===== config.mk =====
export PLATFORM = sky130hd
export DESIGN_NAME = ssei_top
export DESIGN_NICKNAME = d
export VERILOG_FILES = /design/src/hw/ssei_pkg.sv /design/src/hw/ssei_sync.sv /design/src/hw/ssei_top.sv
export SDC_FILE = /design/constraint.sdc
export NUM_CORES = 1
export LEC_CHECK = 0
export ABC_AREA = 1
export BUFFER_PORTS_ARGS = -buffer_cell sky130_fd_sc_hd__clkbuf_2
export CAP_MARGIN = 20
export CORE_MARGIN = 5
export CORE_UTILIZATION = 50
export CTS_BUF_LIST = sky130_fd_sc_hd__clkbuf_2 sky130_fd_sc_hd__clkbuf_4 sky130_fd_sc_hd__clkbuf_8
export DETAILED_ROUTE_END_ITERATION = 16
export GPL_TIMING_DRIVEN = 0
export HOLD_SLACK_MARGIN = 0.1
export PLACE_DENSITY = 0.68
export SLEW_MARGIN = 30
export SYNTH_ARGS = -nofsm -noshare
export SYNTH_HDL_FRONTEND = slang
export SYNTH_SLANG_ARGS = --single-unit

===== constraint.sdc =====
create_clock -name clk_sys -period 4.9 [get_ports clk_sys]
set_clock_uncertainty 0.05 [all_clocks]
set_input_delay 0.49 -clock clk_sys [delete_from_list [all_inputs] [get_ports clk_sys]]
set_output_delay 0.49 -clock clk_sys [all_outputs]
set_load 0.005 [all_outputs]

===== src/hw/ssei_pkg.sv =====
// Shared constants, codes and types for the safe torque off status and error indicator
package ssei_pkg;

    // ------------------------------------------------------------
    // Lamp colour codes
    // ------------------------------------------------------------
    typedef enum logic [1:0] {
        SSEI_LAMP_OFF    = 2'h0,
        SSEI_LAMP_GREEN  = 2'h1,
        SSEI_LAMP_YELLOW = 2'h2
    } ssei_lamp_t;

    // ------------------------------------------------------------
    // Display characters (symbol codes for the seven-segment driver)
    // ------------------------------------------------------------
    localparam logic [4:0] SSEI_CH_BLANK  = 5'h10;
    localparam logic [4:0] SSEI_CH_E      = 5'h0e;
    localparam logic [4:0] SSEI_CH_H      = 5'h11;
    localparam logic [4:0] SSEI_CH_HYPHEN = 5'h12;

    // ------------------------------------------------------------
    // Error codes, main index and sub-index as decimal digits
    // ------------------------------------------------------------
    localparam logic [11:0] SSEI_ERR_51_0 = 12'h510;
    localparam logic [11:0] SSEI_ERR_51_2 = 12'h512;
    localparam logic [11:0] SSEI_ERR_51_3 = 12'h513;
    localparam logic [11:0] SSEI_ERR_52_1 = 12'h521;
    localparam logic [11:0] SSEI_ERR_52_2 = 12'h522;
    localparam int          SSEI_NUM_ERR  = 5;

    // ------------------------------------------------------------
    // Timing
    // ------------------------------------------------------------
    localparam int SSEI_CLK_HZ         = 25000000;
    localparam int SSEI_DISC_TIME_MS   = 10;
    localparam int SSEI_DISC_CYCLES    = SSEI_DISC_TIME_MS * (SSEI_CLK_HZ / 1000);
    localparam int SSEI_SYM_TIME_MS    = 500;
    localparam int SSEI_SYM_CYCLES     = SSEI_SYM_TIME_MS * (SSEI_CLK_HZ / 1000);
    localparam int SSEI_MSG_LEN        = 5;

    // ------------------------------------------------------------
    // Reset values
    // ------------------------------------------------------------
    localparam logic [SSEI_NUM_ERR-1:0] SSEI_ERR_RST = '0;

endpackage


===== src/hw/ssei_sync.sv =====
// Two-stage synchroniser for a bundle of asynchronous input levels
`timescale 1ns/1ps
module ssei_sync #(
    parameter int WIDTH = 1
) (
    input  wire logic             clk_sys,
    input  wire logic             sys_rst,
    input  wire logic [WIDTH-1:0] async_in,
    output logic      [WIDTH-1:0] sync_out
);

    logic [WIDTH-1:0] meta_r;

    initial
    begin
        if (WIDTH < 1)
        begin
            $error("ssei_sync: WIDTH must be at least 1");
        end
    end

    // ------------------------------------------------------------
    // Two flip-flops; only the second stage is read outside
    // ------------------------------------------------------------
    always_ff @(posedge clk_sys)
    begin
        if (sys_rst)
        begin
            meta_r   <= '0;
            sync_out <= '0;
        end
        else
        begin
            meta_r   <= async_in;
            sync_out <= meta_r;
        end
    end

endmodule


===== src/hw/ssei_top.sv =====
// Safe torque off status lamp, feedback contact and error display sequencer
//
// Operation
// - Lamp yellow while safe torque off is active.
// - Lamp green while safe torque off is inactive, stage state irrelevant.
// - Lamp dark when module or drive lacks operating voltage.
// - Display shows H while drive is in its safe status and no error stands.
// - No unsafe-status glyph; normal drive display passes through.
// - Error shown cyclically as E, main index, sub-index.
// - Warning shows same code framed by hyphens, not E.
// - Error 51-0: module absent, unknown, or internal voltage fault.
// - Error 51-2: module type/version differs from design until accepted.
// - Error 51-3: module type or version unsupported.
// - Error 52-1: channels not switched together within discrepancy time.
// - Error 52-2: safe state requested with stage still modulating.
// - Non-acknowledgeable errors persist until reset (51-2 until accepted), then recheck cause.
// - Feedback contact pair reports safe torque off state.
// - Module change raises non-acknowledgeable error until accepted.
`timescale 1ns/1ps
module ssei_top
    import ssei_pkg::*;
#(
    parameter int DISC_CYCLES = SSEI_DISC_CYCLES,
    parameter int SYM_CYCLES  = SSEI_SYM_CYCLES
) (
    input  wire logic       clk_sys,
    input  wire logic       sys_rst,
    input  wire logic       torque_off_input_a,
    input  wire logic       torque_off_input_b,
    input  wire logic       module_power_ok,
    input  wire logic       drive_power_ok,
    input  wire logic       module_present,
    input  wire logic       module_type_known,
    input  wire logic       module_voltage_fault,
    input  wire logic       module_matches_design,
    input  wire logic       module_change_accept,
    input  wire logic       module_supported,
    input  wire logic       stage_modulating,
    input  wire logic       drive_safe_status,
    input  wire logic       warning_mode,
    input  wire logic       error_ack,
    input  wire logic [4:0] normal_symbol,
    output logic [1:0]      lamp_colour,
    output logic            state_feedback_contact_1,
    output logic            state_feedback_contact_2,
    output logic [4:0]      display_symbol,
    output logic [4:0]      error_active,
    output logic            sto_active
);

    localparam int CW = 32;

    initial
    begin
        if (DISC_CYCLES < 1 || SYM_CYCLES < 1)
        begin
            $error("ssei_top: cycle counts must be at least 1");
        end
    end

    // ------------------------------------------------------------
    // Input synchronisation
    // ------------------------------------------------------------
    logic [13:0] pins_s;
    logic        in_a_s;
    logic        in_b_s;
    logic        mod_pwr_s;
    logic        drv_pwr_s;
    logic        present_s;
    logic        known_s;
    logic        vfault_s;
    logic        match_s;
    logic        accept_s;
    logic        supp_s;
    logic        pwm_s;
    logic        safe_s;
    logic        warn_s;
    logic        ack_s;

    ssei_sync #(
        .WIDTH (14)
    ) u_sync (
        .clk_sys  (clk_sys),
        .sys_rst  (sys_rst),
        .async_in ({torque_off_input_a, torque_off_input_b, module_power_ok,
                    drive_power_ok, module_present, module_type_known,
                    module_voltage_fault, module_matches_design, module_change_accept,
                    module_supported, stage_modulating, drive_safe_status,
                    warning_mode, error_ack}),
        .sync_out (pins_s)
    );

    assign {in_a_s, in_b_s, mod_pwr_s, drv_pwr_s, present_s, known_s, vfault_s,
            match_s, accept_s, supp_s, pwm_s, safe_s, warn_s, ack_s} = pins_s;

    // ------------------------------------------------------------
    // Safe torque off state: both channels de-energised (0 V)
    // ------------------------------------------------------------
    logic sto_now;
    logic sto_prev_r;

    assign sto_now = ~in_a_s & ~in_b_s;

    // Status lamp and feedback contacts
    always_ff @(posedge clk_sys)
    begin
        if (sys_rst)
        begin
            lamp_colour              <= SSEI_LAMP_OFF;
            state_feedback_contact_1 <= 1'b0;
            state_feedback_contact_2 <= 1'b0;
            sto_active               <= 1'b0;
            sto_prev_r               <= 1'b0;
        end
        else
        begin
            sto_prev_r               <= sto_now;
            sto_active               <= sto_now;
            state_feedback_contact_1 <= sto_now;
            state_feedback_contact_2 <= sto_now;
            if (!mod_pwr_s || !drv_pwr_s)
                lamp_colour <= SSEI_LAMP_OFF;
            else if (sto_now)
                lamp_colour <= SSEI_LAMP_YELLOW;
            else
                lamp_colour <= SSEI_LAMP_GREEN;
        end
    end

    // ------------------------------------------------------------
    // Discrepancy timer between the two channels
    // ------------------------------------------------------------
    logic [CW-1:0] disc_cnt_r;
    logic          disc_run_r;
    logic          disc_expired;

    assign disc_expired = disc_run_r && (disc_cnt_r >= CW'(DISC_CYCLES - 1));

    always_ff @(posedge clk_sys)
    begin
        if (sys_rst)
        begin
            disc_cnt_r <= '0;
            disc_run_r <= 1'b0;
        end
        else if (in_a_s == in_b_s)
        begin
            disc_cnt_r <= '0;
            disc_run_r <= 1'b0;
        end
        else if (!disc_run_r)
        begin
            disc_run_r <= 1'b1;
            disc_cnt_r <= '0;
        end
        else if (!disc_expired)
        begin
            disc_cnt_r <= disc_cnt_r + CW'(1);
        end
    end

    // ------------------------------------------------------------
    // Error flags: 51-0 and 51-3 sticky until reset, 51-2 until accepted, 52-x until acknowledged (set wins over acknowledge)
    // bit0 51-0, bit1 51-2, bit2 51-3, bit3 52-1, bit4 52-2
    // ------------------------------------------------------------
    logic [4:0] cause;
    logic [4:0] err_r;
    logic [1:0] settle_r;

    // Synchroniser fill after reset: its zeros would look like an absent module
    always_ff @(posedge clk_sys)
    begin
        if (sys_rst)
            settle_r <= 2'h0;
        else
            settle_r <= {settle_r[0], 1'b1};
    end

    assign cause[0] = ~present_s | ~known_s | vfault_s;
    assign cause[1] = present_s & ~match_s & ~accept_s;
    assign cause[2] = present_s & known_s & ~supp_s;
    assign cause[3] = disc_expired;
    assign cause[4] = sto_now & ~sto_prev_r & pwm_s;

    always_ff @(posedge clk_sys)
    begin
        if (sys_rst)
            err_r <= SSEI_ERR_RST;
        else if (settle_r[1])
        begin
            // Module errors cannot be acknowledged; 51-2 lifts on acceptance
            err_r[0] <= err_r[0] | cause[0];
            err_r[1] <= (err_r[1] & ~accept_s) | cause[1];
            err_r[2] <= err_r[2] | cause[2];
            err_r[3] <= (err_r[3] & ~ack_s) | cause[3];
            err_r[4] <= (err_r[4] & ~ack_s) | cause[4];
        end
    end

    assign error_active = err_r;

    // ------------------------------------------------------------
    // Display sequencer
    // ------------------------------------------------------------
    function automatic logic [11:0] code_of(input logic [4:0] e);
        if (e[0])      code_of = SSEI_ERR_51_0;
        else if (e[1]) code_of = SSEI_ERR_51_2;
        else if (e[2]) code_of = SSEI_ERR_51_3;
        else if (e[3]) code_of = SSEI_ERR_52_1;
        else           code_of = SSEI_ERR_52_2;
    endfunction

    logic [CW-1:0] sym_cnt_r;
    logic [2:0]    pos_r;
    logic [11:0]   code;

    assign code = code_of(err_r);

    // Step through the message positions while an error stands
    always_ff @(posedge clk_sys)
    begin
        if (sys_rst || err_r == '0)
        begin
            sym_cnt_r <= '0;
            pos_r     <= '0;
        end
        else if (sym_cnt_r >= CW'(SYM_CYCLES - 1))
        begin
            sym_cnt_r <= '0;
            pos_r     <= (pos_r == 3'(SSEI_MSG_LEN - 1)) ? 3'h0 : pos_r + 3'h1;
        end
        else
            sym_cnt_r <= sym_cnt_r + CW'(1);
    end

    // Symbol choice: errors first, then safe status, else normal display
    always_ff @(posedge clk_sys)
    begin
        if (sys_rst)
            display_symbol <= SSEI_CH_BLANK;
        else if (err_r != '0)
        begin
            case (pos_r)
                3'h0:    display_symbol <= warn_s ? SSEI_CH_HYPHEN : SSEI_CH_E;
                3'h1:    display_symbol <= {1'b0, code[11:8]};
                3'h2:    display_symbol <= {1'b0, code[7:4]};
                3'h3:    display_symbol <= {1'b0, code[3:0]};
                3'h4:    display_symbol <= warn_s ? SSEI_CH_HYPHEN : SSEI_CH_BLANK;
                default: display_symbol <= SSEI_CH_BLANK;
            endcase
        end
        else if (safe_s)
            display_symbol <= SSEI_CH_H;
        else
            display_symbol <= normal_symbol;
    end

endmodule


==> results.json, run 1 <==
{
  "status": "finished clean",
  "cp.required_ns": 5.10,
  "ff2ff_setup_slack_ns": 3.04,
  "crit_start": "disc_cnt_r[0]$_SDFFE_PP0N_",
  "critPathBufInv": 1,
  "synthTopCellsByArea": "dfxtp_1 (43%), nand2_1 (13%), nor2_1 (11%)",
  "vias_per_cell": 4.831,
  "synth_area_mm2": 0.005135,
  "rsz0062_at_grt": "no",
  "critPathKind": "reg2reg",
  "synthCells": 736,
  "core_mm2": 0.01018,
  "antenna_found_initial": 0,
  "yosys_most_used_dff": "dfxtp_1",
  "post-cts-setup-buffers": 0,
  "post-route-period-util_pct": 37.95,
  "wl_per_cell_um": 11.37,
  "ctsHoldBuffers": 0,
  "fmaxAchievable_mhz": 537.8,
  "hold_start": "stage_modulating",
  "crit_arrival_ns": 2.06,
  "overflow": 0,
  "crit_chain": "ha_1, nand3_1, nand2_1, nand2_1, nand2_1, nand2_2, nand2_4, nand2_4, buf_4, nand2_1, a21oi_1",
  "slowest_stage": "dfxtp_1",
  "peakVddDrop_uv": 231.3,
  "hpwl_um": 8221,
  "critPathMaxFanout": 10,
  "grt_pass1_vias": 4269,
  "clkLatencyLatePin_ns": 0.38,
  "routed_wl_um": 10560,
  "cts_num_sinks": 111,
  "grt_first_pass_wirelength_um": 18600,
  "yosys.area_share.xor_xnor_pct": 4.946,
  "min_period_ns": 1.859,
  "clockBufferDepth": 2,
  "crit_path_start_kind": "flip-flop",
  "grt_start_max_net_pins": 20,
  "path_clk_slew_ns": 0.10,
  "nets": 817,
  "syn_to_final_growth_pct": 10.79,
  "die-height_um": 111.3,
  "yosys.area_share.adder_pct": 1.949,
  "synth-compound-area-share_pct": 5.872,
  "route.detailed.drc": 0,
  "dieArea_mm2": 0.01240,
  "post_cts_resized": 0,
  "drt_iter0_markers": 226,
  "grt_util_all_layers_pct": 17.82,
  "whs_ns": 0.2357,
  "slowest_delay_ns": 0.41,
  "root_buffer": "clkbuf_8",
  "cp_num_cells": 11,
  "cts_buffers": 9,
  "power.leakage_nw": 2.116,
  "htreeDepth": 3,
  "io_buffer_count": 34,
  "yosys.cell_types.count": 33,
  "dr.pass1.iters": 4,
  "ios": 36,
  "finalSetupViolations": 0,
  "ys_seq_elements": 111,
  "top_usage_layer": "met2",
  "maxCapViolCount": 0,
  "grt_util_met1_pct": 21.60,
  "place.gp.congestion": 0.9779,
  "synth_warnings": 0,
  "synthSimpleGateAreaFrac_pct": 34.60,
  "met2_usage_pct": 30.60,
  "die_w_um": 111.3,
  "tritoncts": "built",
  "min_path_type": "in2reg",
  "worst_setup_path_end_kind": "flip-flop",
  "yosysSeqAreaShare_pct": 43.27,
  "r2r-end": "disc_cnt_r[4]$_SDFFE_PP0N_",
  "synth.top_cell.area_share_pct": 43.27,
  "setup.worst_path.end": "disc_cnt_r[4]$_SDFFE_PP0N_",
  "yosys.area.top_type": "dfxtp_1",
  "drv_slew": 0,
  "syn_area_per_cell_um2": 6.977,
  "crit_family": "simple AND/OR/NAND/NOR gates",
  "tns_ns": 0,
  "num_vias": 4488,
  "diodes": 0,
  "drive_above_1_share_pct": 9.584,
  "hold_viol_final": 0,
  "synthMuxAreaShare_pct": 0,
  "start_util_pct": 50.42,
  "synth_edf_count": 0,
  "pwr_density_cell_mw_per_mm2": 265.3,
  "use_met3_pct": 4.837,
  "crit-reg2reg-launch": "disc_cnt_r[0]$_SDFFE_PP0N_",
  "rows": 37,
  "synth_top_family_by_area": "simple AND/OR/NAND/NOR gates",
  "crit_top_cell": "nand2_1",
  "rr_worst_depth": 11,
  "async_flop_share_pct": 0,
  "ant_nets": 0
}
## metal layers
metal	wire length, um	part of all wire [%]
met1	4703	45
met2	5194	49
met4	208	2.0
met5	0	0
met3	455	4.3
## area by class of cell
cell class                      count  area (um2)
Buffer                             20       123.9
Clock buffer                       10       131.4
Clock inverter                      6       56.30
Fill cell                         985        4496
Inverter                           94       352.8
Multi-Input combinational cell    518        2462
Sequential cell                   111        2222
Tap cell                          136       170.2
Timing Repair Buffer               34       170.2
## synth_stat cells, types with 2 or more instances
cell type and count:
nand3b_1 6, ha_1 8, a21oi_1 44, nand3_2 2, xnor2_1 11, nor3_1 10, dfxtp_1 111, nand2_2 3
inv_1 92, nor3_2 2, buf_4 5, nand3_1 49, clkbuf_1 11, nor2_1 144, buf_6 4, inv_2 2
o21ai_0 7, nand4_1 16, nor2_2 5, nor4_1 2, nand2_4 2, xor2_1 18, nand2_1 172
## sequential cells by signal (all words and copies together) (netlist names)
register         count
display_symbol       5
u_sync.meta_r       14
sym_cnt_r           32
lamp_colour          2
error_active         5
sto_prev_r           1
disc_run_r           1
settle_r             2
pos_r                3
disc_cnt_r          32
u_sync.sync_out     14
## stage by stage
step                      instances  cell area (um2)  utilization, %  power [mW]  setup slack [ns]
after floorplan                 743             5161               -      0.9899             3.302
after global placement          913             5502           54.02       1.015             3.071
after detailed placement        913             5502           54.02       1.017             3.066
after CTS                       929             5689           55.86       1.536             3.045
after global routing            929             5689           55.86       1.588             2.829
final                           929             5689           55.86       1.510             3.041
## cells in the final DEF, fill, tap and decap left out, types with 2 or more instances in the layout
| cell type | n |
|---|---|
| nand2_1 | 172 |
| nor2_1 | 144 |
| dfxtp_1 | 111 |
| inv_1 | 92 |
| nand3_1 | 49 |
| a21oi_1 | 44 |
| clkbuf_2 | 34 |
| xor2_1 | 18 |
| nand4_1 | 16 |
| clkbuf_1 | 11 |
| xnor2_1 | 11 |
| nor3_1 | 10 |
| clkbuf_8 | 9 |
| ha_1 | 8 |
| conb_1 | 8 |
| o21ai_0 | 7 |
| nand3b_1 | 6 |
| buf_4 | 5 |
| nor2_2 | 5 |
| buf_6 | 4 |
| nand2_2 | 3 |
| nor3_2 | 2 |
| inv_2 | 2 |
| nand3_2 | 2 |
| nor4_1 | 2 |
| nand2_4 | 2 |
| clkinvlp_4 | 2 |
## worst min-delay path by stage
stage / endpoint / slack (ns) / cells after the start
2_1_floorplan: settle_r[1]$_SDFF_PP0_ / 0.34 / 2
3_3_place_gp: u_sync.sync_out[8]$_SDFF_PP0_ / 0.34 / 2
3_5_place_dp: u_sync.sync_out[10]$_SDFF_PP0_ / 0.34 / 2
4_1_cts: u_sync.meta_r[7]$_SDFF_PP0_ / 0.21 / 3
5_1_grt: u_sync.meta_r[4]$_SDFF_PP0_ / 0.22 / 3
6_report: u_sync.meta_r[3]$_SDFF_PP0_ / 0.24 / 3
## kinds of logic after synthesis
logic type                 Yosys count
AOI/OAI and AO/OA                   57
xor gates and xnor gates            29
adders and majority gates            8
buffers and inverters              114
DFF                                111
other                                1
and+or+nand+nor                    416
## power by group
| group | switching, mW | internal, mW |
|---|---|---|
| clock network | 0.315 | 0.199 |
| registers | 0.00934 | 0.923 |
| logic | 0.0366 | 0.0256 |
| total | 0.361 | 1.15 |
## worst reg2reg max path, cell delays in order, from the launching register on
cell and delay, ns:
dfxtp_1 0.41, ha_1 0.26, nand3_1 0.21, nand2_1 0.11, nand2_1 0.05, nand2_1 0.07
nand2_2 0.07, nand2_4 0.12, nand2_4 0.08, buf_4 0.18, nand2_1 0.06, a21oi_1 0.06
No activity file was read; power rests on OpenSTA's default activity.
==> run 2: changes to the inputs <==
--- a/config.mk
+++ b/config.mk
@@ -5,7 +5,7 @@
 export SDC_FILE = /design/constraint.sdc
 export NUM_CORES = 1
 export LEC_CHECK = 0
-export ABC_AREA = 1
+export ABC_AREA = 0
 export BUFFER_PORTS_ARGS = -buffer_cell sky130_fd_sc_hd__clkbuf_2
 export CAP_MARGIN = 20
 export CORE_MARGIN = 5
@@ -14,7 +14,7 @@
 export DETAILED_ROUTE_END_ITERATION = 16
 export GPL_TIMING_DRIVEN = 0
 export HOLD_SLACK_MARGIN = 0.1
-export PLACE_DENSITY = 0.68
+export PLACE_DENSITY = 0.69
 export SLEW_MARGIN = 30
 export SYNTH_ARGS = -nofsm -noshare
 export SYNTH_HDL_FRONTEND = slang
==> constraint.sdc (replaced) <==
create_clock -name clk_sys -period 1.95 [get_ports clk_sys]
set_clock_uncertainty 0.05 [all_clocks]
set_input_delay 0.195 -clock clk_sys [delete_from_list [all_inputs] [get_ports clk_sys]]
set_output_delay 0.195 -clock clk_sys [all_outputs]
set_load 0.005 [all_outputs]
==> run 2 against run 1 <==
Sequential share of layout area grew 3.5 points. Non-clock buffer count grew 27. Global-route usage grew 0.63 points. Area after synthesis shrank 17%. Critical path depth shrank 6. Total power grew to 2.6 times the previous value. The run now ends with setup timing left. Wire length shrank 13%. Cell area shrank 8.0%. Setup slack lost 3.2 ns. Count of clock-buffer cells in the layout is the same. Critical path type unchanged. Clock power grew to 2.6 times the previous value. Synthesized cell count shrank 39%.
==> results.json, run 2 <==
{
  "clkLatencyLatePin_ns": 0.37,
  "clkPwrFrac_pct": 34.9,
  "crit_chain": "or4_4, nand3b_4, a211o_4, or4_1, a21oi_1",
  "dieArea_mm2": 0.01045,
  "ys_seq_elements": 111,
  "path_clk_slew_ns": 0.11,
  "min_to": "error_active[1]$_SDFFE_PP0P_",
  "pwr_density_cell_mw_per_mm2": 744.9,
  "rsz0062_at_grt": "yes",
  "die-height_um": 102.2,
  "core_mm2": 0.008258,
  "routed_wl_um": 9159,
  "hold_viol_final": 0,
  "rr_worst_depth": 5,
  "p_switching_mw": 0.8459,
  "cts_buffers": 9,
  "hold_start": "u_sync.sync_out[5]$_SDFF_PP0_",
  "num_vias": 3492,
  "grt_pass1_vias": 3300,
  "internal-power_mw": 3.051,
  "reg.largest.list": "disc_cnt_r x32, sym_cnt_r x32",
  "final_common_cell": "dfxtp_1",
  "synth_warnings": 0,
  "crit_arrival_ns": 2.40,
  "synth_most_common_cell": "dfxtp_1",
  "yosys.area.top_type": "dfxtp_1",
  "drv_slew": 0,
  "grt_util_all_layers_pct": 18.45,
  "regArea_mm2": 0.002226,
  "cts_num_sinks": 111,
  "fill_cells": 698,
  "slowest_delay_ns": 0.54,
  "drt_iter0_markers": 103,
  "fin_ws_ns": -0.2064,
  "syn_to_final_growth_pct": 23.04,
  "synth.top_cell.area_share_pct": 52.27,
  "power.leakage_nw": 1.940,
  "nets": 560,
  "power_frac_seq_pct": 60.1,
  "r2r-end": "disc_cnt_r[11]$_SDFFE_PP0N_",
  "yosysSeqAreaShare_pct": 52.27,
  "root_buffer": "clkbuf_8",
  "drive_above_1_share_pct": 17.79,
  "ios": 36,
  "critPathKind": "reg2reg",
  "slowest_stage": "or4_4",
  "comb_power_share_pct": 5.1,
  "yosys_most_used_dff": "dfxtp_1",
  "async_flop_share_pct": 0,
  "yosys.cell_types.count": 45,
  "place.gp.congestion": 0.8732,
  "synth_area_mm2": 0.004252,
  "route.detailed.drc": 0,
  "crit-reg2reg-launch": "disc_cnt_r[11]$_SDFFE_PP0N_",
  "finalSetupViolations": 16,
  "hpwl_um": 6000,
  "grt_start_max_net_pins": 18,
  "synthTopCellsByArea": "dfxtp_1 (52%), nor2b_1 (4.9%), a21oi_1 (3.5%)",
  "ff2ff_setup_slack_ns": -0.21,
  "whs_path_depth": 1,
  "synth_edf_count": 0,
  "clockBufferDepth": 2,
  "vias_per_cell": 5.465,
  "final_cell_mix": "dfxtp_1 (108), nor2_1 (37), clkbuf_2 (36)",
  "worst_setup_path_end_kind": "flip-flop",
  "diodes": 0,
  "critPathMaxFanout": 6,
  "rows": 33,
  "failed_checks": "setup timing",
  "tritoncts": "built",
  "syn_area_per_cell_um2": 9.469,
  "peakVddDrop_uv": 555.5,
  "die_w_um": 102.2,
  "antenna_found_initial": 0,
  "overflow": 0,
  "crit_path_start_kind": "flip-flop",
  "grt_first_pass_wirelength_um": 15330,
  "dr.pass1.iters": 4,
  "fmaxAchievable_mhz": 463.7,
  "start_util_pct": 51.48,
  "maxCapViolCount": 0,
  "multiInputGateArea_mm2": 0.002063,
  "synthCells": 449,
  "post-route-period-util_pct": 110.6,
  "io_buffer_count": 35,
  "status": "finished, violations left",
  "cp.required_ns": 2.20,
  "min_period_ns": 2.156,
  "synth_commonest_cells": "dfxtp_1 (111), nor2_1 (37), nor2b_1 (33)",
  "utilization_pct": 63.35,
  "swShare_pct": 21.71,
  "wl_per_cell_um": 14.33,
  "ant_nets": 0,
  "min_path_type": "reg2reg",
  "tns_ns": -1.812,
  "htreeDepth": 3
}
[run 2: changes by cell type after synthesis, sizes merged, moves of 10 or more]
| cell | delta |
|---|---|
| nor2 | -113 |
| nand3 | -37 |
| nand2 | -148 |
| nor2b | +33 |
| and3 | +18 |
| inv | -81 |
| a21oi | -14 |
| or4 | +10 |
[run 2: layout make-up]
cell class | instances | area share (%)
Inverter | 13 | 0.9328
Clock buffer | 10 | 2.631
Multi-Input combinational cell | 315 | 39.44
Timing Repair Buffer | 64 | 8.802
Tap cell | 105 | 2.511
Clock inverter | 4 | 1.076
Sequential cell | 111 | 42.55
Buffer | 17 | 2.057
[run 2: routing by layer]
metal	vias to the layer above	global-route usage, %	share of wire, %
li1	1756	-	-
met1	1647	24.23	46
met2	75	29.99	48
met3	14	4.300	4.1
met4	0	6.256	1.8
met5	-	0	0
[run 2: worst max path at each step]
stage	startpoint	slack [ns]	cells after the start	end
floorplan	disc_cnt_r[11]$_SDFFE_PP0N_	-0.05	5	disc_cnt_r[7]$_SDFFE_PP0N_
global placement	error_active[1]$_SDFFE_PP0P_	-0.29	6	sym_cnt_r[18]$_SDFF_PP0_
detailed placement	disc_cnt_r[11]$_SDFFE_PP0N_	-0.29	6	disc_cnt_r[14]$_SDFFE_PP0N_
CTS	disc_cnt_r[11]$_SDFFE_PP0N_	-0.16	5	disc_cnt_r[11]$_SDFFE_PP0N_
global route	disc_cnt_r[31]$_SDFFE_PP0N_	-0.27	6	disc_cnt_r[14]$_SDFFE_PP0N_
finish	disc_cnt_r[11]$_SDFFE_PP0N_	-0.21	5	disc_cnt_r[11]$_SDFFE_PP0N_
[run 2: power by group through the flow]
stage | combinational [mW] | clock (mW) | sequential, mW
floorplan | 0.0918 | 0 | 2.39
global placement | 0.153 | 0 | 2.39
detailed placement | 0.156 | 0 | 2.39
CTS | 0.193 | 1.40 | 2.34
global route | 0.222 | 1.49 | 2.35
finish | 0.197 | 1.36 | 2.34
[run 2: stage by stage]
step | power (mW) | hold WS (ns) | setup WS, ns | instances | area [um2]
2_1_floorplan | 2.482 | 0.2241 | -0.05249 | 456 | 4295
3_3_place_gp | 2.545 | 0.3526 | -0.2865 | 596 | 4602
3_5_place_dp | 2.551 | 0.3581 | -0.2915 | 596 | 4602
4_1_cts | 3.935 | 0.3625 | -0.1640 | 638 | 5101
5_1_grt | 4.066 | 0.3890 | -0.2662 | 639 | 5231
6_report | 3.897 | 0.3542 | -0.2064 | 639 | 5231
[run 2: worst max-delay path: cells and delay by family, from the launching register on]
family             cells  cell delay (ns)
and+or+nand+nor        3             1.14
AOI/OAI and AO/OA      2             0.56
DFF                    1             0.34
[run 2: kinds of logic (layout without fill, tap and decap cells)]
group	Yosys count	count (layout)	share of synthesized area, %
simple gates	205	205	27.13
buf+inv	31	108	3.002
compound gates	70	71	10.42
xor+xnor	23	23	4.738
fa+ha+maj	8	8	2.354
other cells	1	8	0.08820
flops	111	111	52.27
[run 2: timing repair]
item / in CTS / in global routing
setup endpoints to repair: 42 / 42
pin swaps: 8 / 5
hold endpoints to repair: 20 / 0
buffers inserted: 7 / 1
resized for setup: 14 / 26
hold buffers: 20 / 0
cloned: 1 / 1
==> run 3: changes to the inputs <==
--- a/config.mk
+++ b/config.mk
@@ -10,7 +10,7 @@
 export CAP_MARGIN = 20
 export CORE_MARGIN = 5
 export CORE_UTILIZATION = 50
-export CTS_BUF_LIST = sky130_fd_sc_hd__clkbuf_2 sky130_fd_sc_hd__clkbuf_4 sky130_fd_sc_hd__clkbuf_8
+export CTS_BUF_LIST = sky130_fd_sc_hd__clkbuf_8 sky130_fd_sc_hd__clkbuf_16
 export DETAILED_ROUTE_END_ITERATION = 16
 export GPL_TIMING_DRIVEN = 0
 export HOLD_SLACK_MARGIN = 0.1
@@ -19,3 +19,4 @@
 export SYNTH_ARGS = -nofsm -noshare
 export SYNTH_HDL_FRONTEND = slang
 export SYNTH_SLANG_ARGS = --single-unit
+export TNS_END_PERCENT = 10
==> run 3 against run 2 <==
The flow still finishes with violations (setup timing). Clock power fell by 7%. Total power is 2.8% lower. Final cell count shrank 0.31%. Largest cell class unchanged. Highest routed layer unchanged. Count of clock-buffer cells in the layout decreased by 1. First-iteration DRC count up 66%. Non-clock buffer count fell by 4. Maximum frequency fell by 0.99%. Hold slack better by 0.0021 ns. Critical path depth rose by 1.
==> results.json, run 3 (synthesized netlist as in run 2, its figures left out) <==
{
  "status": "finished, violations left",
  "failed_checks": "setup timing",
  "pwr_density_cell_mw_per_mm2": 743.0,
  "num_vias": 3387,
  "syn_to_final_growth_pct": 19.95,
  "rsz0062_at_grt": "yes",
  "dr.pass1.iters": 4,
  "maxCapViolCount": 0,
  "clkLatencyLatePin_ns": 0.36,
  "die_w_um": 102.2,
  "hpwl_um": 5952,
  "overflow": 0,
  "clkPwrFrac_pct": 33.1,
  "cts_buffers": 9,
  "final_cell_mix": "dfxtp_1 (106), nor2_1 (37), clkbuf_2 (35)",
  "route.detailed.drc": 0,
  "io_buffer_count": 35,
  "cts_num_sinks": 111,
  "power.total_mw": 3.789,
  "drive_above_1_share_pct": 15.79,
  "wl_per_cell_um": 13.64,
  "drt_iter0_markers": 171,
  "vias_per_cell": 5.317,
  "internal-power_mw": 2.905,
  "rows": 33,
  "dieArea_mm2": 0.01045,
  "ant_nets": 0,
  "finalSetupViolations": 17,
  "clockBufferDepth": 2,
  "core_mm2": 0.008258,
  "fmaxAchievable_mhz": 459.2,
  "hold_viol_final": 0,
  "final_common_cell": "dfxtp_1",
  "fin_ws_ns": -0.2279,
  "start_util_pct": 51.48,
  "setup.worst_path.end": "disc_cnt_r[16]$_SDFFE_PP0N_",
  "crit_arrival_ns": 2.42,
  "reg.largest.list": "disc_cnt_r x32, sym_cnt_r x32",
  "grt_util_all_layers_pct": 17.77,
  "root_buffer": "clkbuf_8",
  "worst_setup_path_end_kind": "flip-flop",
  "comb_power_share_pct": 5.0,
  "post-route-period-util_pct": 111.7,
  "path_clk_slew_ns": 0.10,
  "htreeDepth": 3,
  "peakVddDrop_uv": 406.6,
  "place.gp.congestion": 0.7998,
  "p_switching_mw": 0.8843,
  "grt_first_pass_wirelength_um": 14900,
  "critPathMaxFanout": 5,
  "drv_slew": 0,
  "power.leakage_nw": 1.891,
  "routed_wl_um": 8691,
  "pre_cts_slack_ns": -0.3276,
  "min_path_type": "reg2reg",
  "ff2ff_setup_slack_ns": -0.23,
  "die-height_um": 102.2,
  "slew_headroom_pct": 62.72,
  "grt_pass1_vias": 3257,
  "tns_ns": -2.103,
  "r2r-end": "disc_cnt_r[16]$_SDFFE_PP0N_",
  "tritoncts": "built",
  "diodes": 0,
  "crit_path_start_kind": "flip-flop",
  "critPathKind": "reg2reg",
  "crit-reg2reg-launch": "disc_cnt_r[11]$_SDFFE_PP0N_",
  "crit_start": "disc_cnt_r[11]$_SDFFE_PP0N_",
  "grt_start_max_net_pins": 20,
  "tightestPinTransition_ns": 0.5558,
  "swShare_pct": 23.34,
  "cp.required_ns": 2.19,
  "nets": 556,
  "whs_ns": 0.3563,
  "ios": 36,
  "antenna_found_initial": 0,
  "rr_worst_depth": 6,
  "power_frac_seq_pct": 61.9,
  "min_period_ns": 2.178
}
[run 3: cell count changes in the layout (fill, tap and decap cells not counted), sizes merged]
cell and delta:
clkbuf -2, clkinvlp +1, inv +2, clkinv +1, bufinv -1, buf -3
[run 3: power by group through the flow]
stage               combinational, mW  sequential (mW)  clock, mW
floorplan                      0.0918             2.39          0
global placement                0.150             2.39          0
detailed placement              0.153             2.40          0
CTS                             0.190             2.34       1.31
global route                    0.213             2.35       1.40
finish                          0.190             2.34       1.26
[run 3: layer usage]
layer | share of wire (%) | track usage, % | up-vias
met2 | 46 | 29.34 | 62
li1 | - | - | 1756
met4 | 0.87 | 5.247 | 0
met1 | 48 | 23.77 | 1560
met3 | 4.5 | 3.345 | 9
met5 | 0 | 0 | -
[run 3: what timing repair did]
action                     in CTS  in global routing
setup buffers                   3                  1
pin swaps                       7                  2
setup endpoints to repair      42                 44
cloned                          1                  0
hold buffers                   20                  0
hold endpoints to repair       20                  0
gates resized for setup        15                 15
[run 3: worst min-delay path by stage]
stage	startpoint	end	slack, ns	cells past startpoint
after floorplan	sys_rst	sto_prev_r$_SDFF_PP0_	0.22	1
after global placement	u_sync.sync_out[5]$_SDFF_PP0_	error_active[1]$_SDFFE_PP0P_	0.35	1
after detailed placement	u_sync.sync_out[5]$_SDFF_PP0_	error_active[1]$_SDFFE_PP0P_	0.35	1
after CTS	u_sync.sync_out[5]$_SDFF_PP0_	error_active[1]$_SDFFE_PP0P_	0.36	1
after global routing	u_sync.sync_out[5]$_SDFF_PP0_	error_active[1]$_SDFFE_PP0P_	0.38	1
final	u_sync.sync_out[5]$_SDFF_PP0_	error_active[1]$_SDFFE_PP0P_	0.36	1
[run 3: metrics by stage]
stage | cells | cell area, um2 | util, %
finish | 637 | 5100 | 61.76
global route | 637 | 5100 | 61.76
CTS | 636 | 5047 | 61.12
detailed placement | 596 | 4599 | 55.70
global placement | 596 | 4599 | 55.70
floorplan | 456 | 4293 | -
[run 3: final cells by class]
type / instances / area (um2)
Timing Repair Buffer: 59 / 405.4
Clock buffer: 9 / 123.9
Fill cell: 729 / 3158
Sequential cell: 111 / 2228
Buffer: 18 / 96.34
Inverter: 13 / 48.80
Clock inverter: 7 / 57.56
Tap cell: 105 / 131.4
Multi-Input combinational cell: 315 / 2008
[run 3: critical path, stage by stage (launching register included)]
cell and delay, ns:
dfxtp_2 0.35, or4_4 0.54, o2111ai_2 0.18, nand4_1 0.18
buf_4 0.20, or4b_1 0.46, a21oi_1 0.15
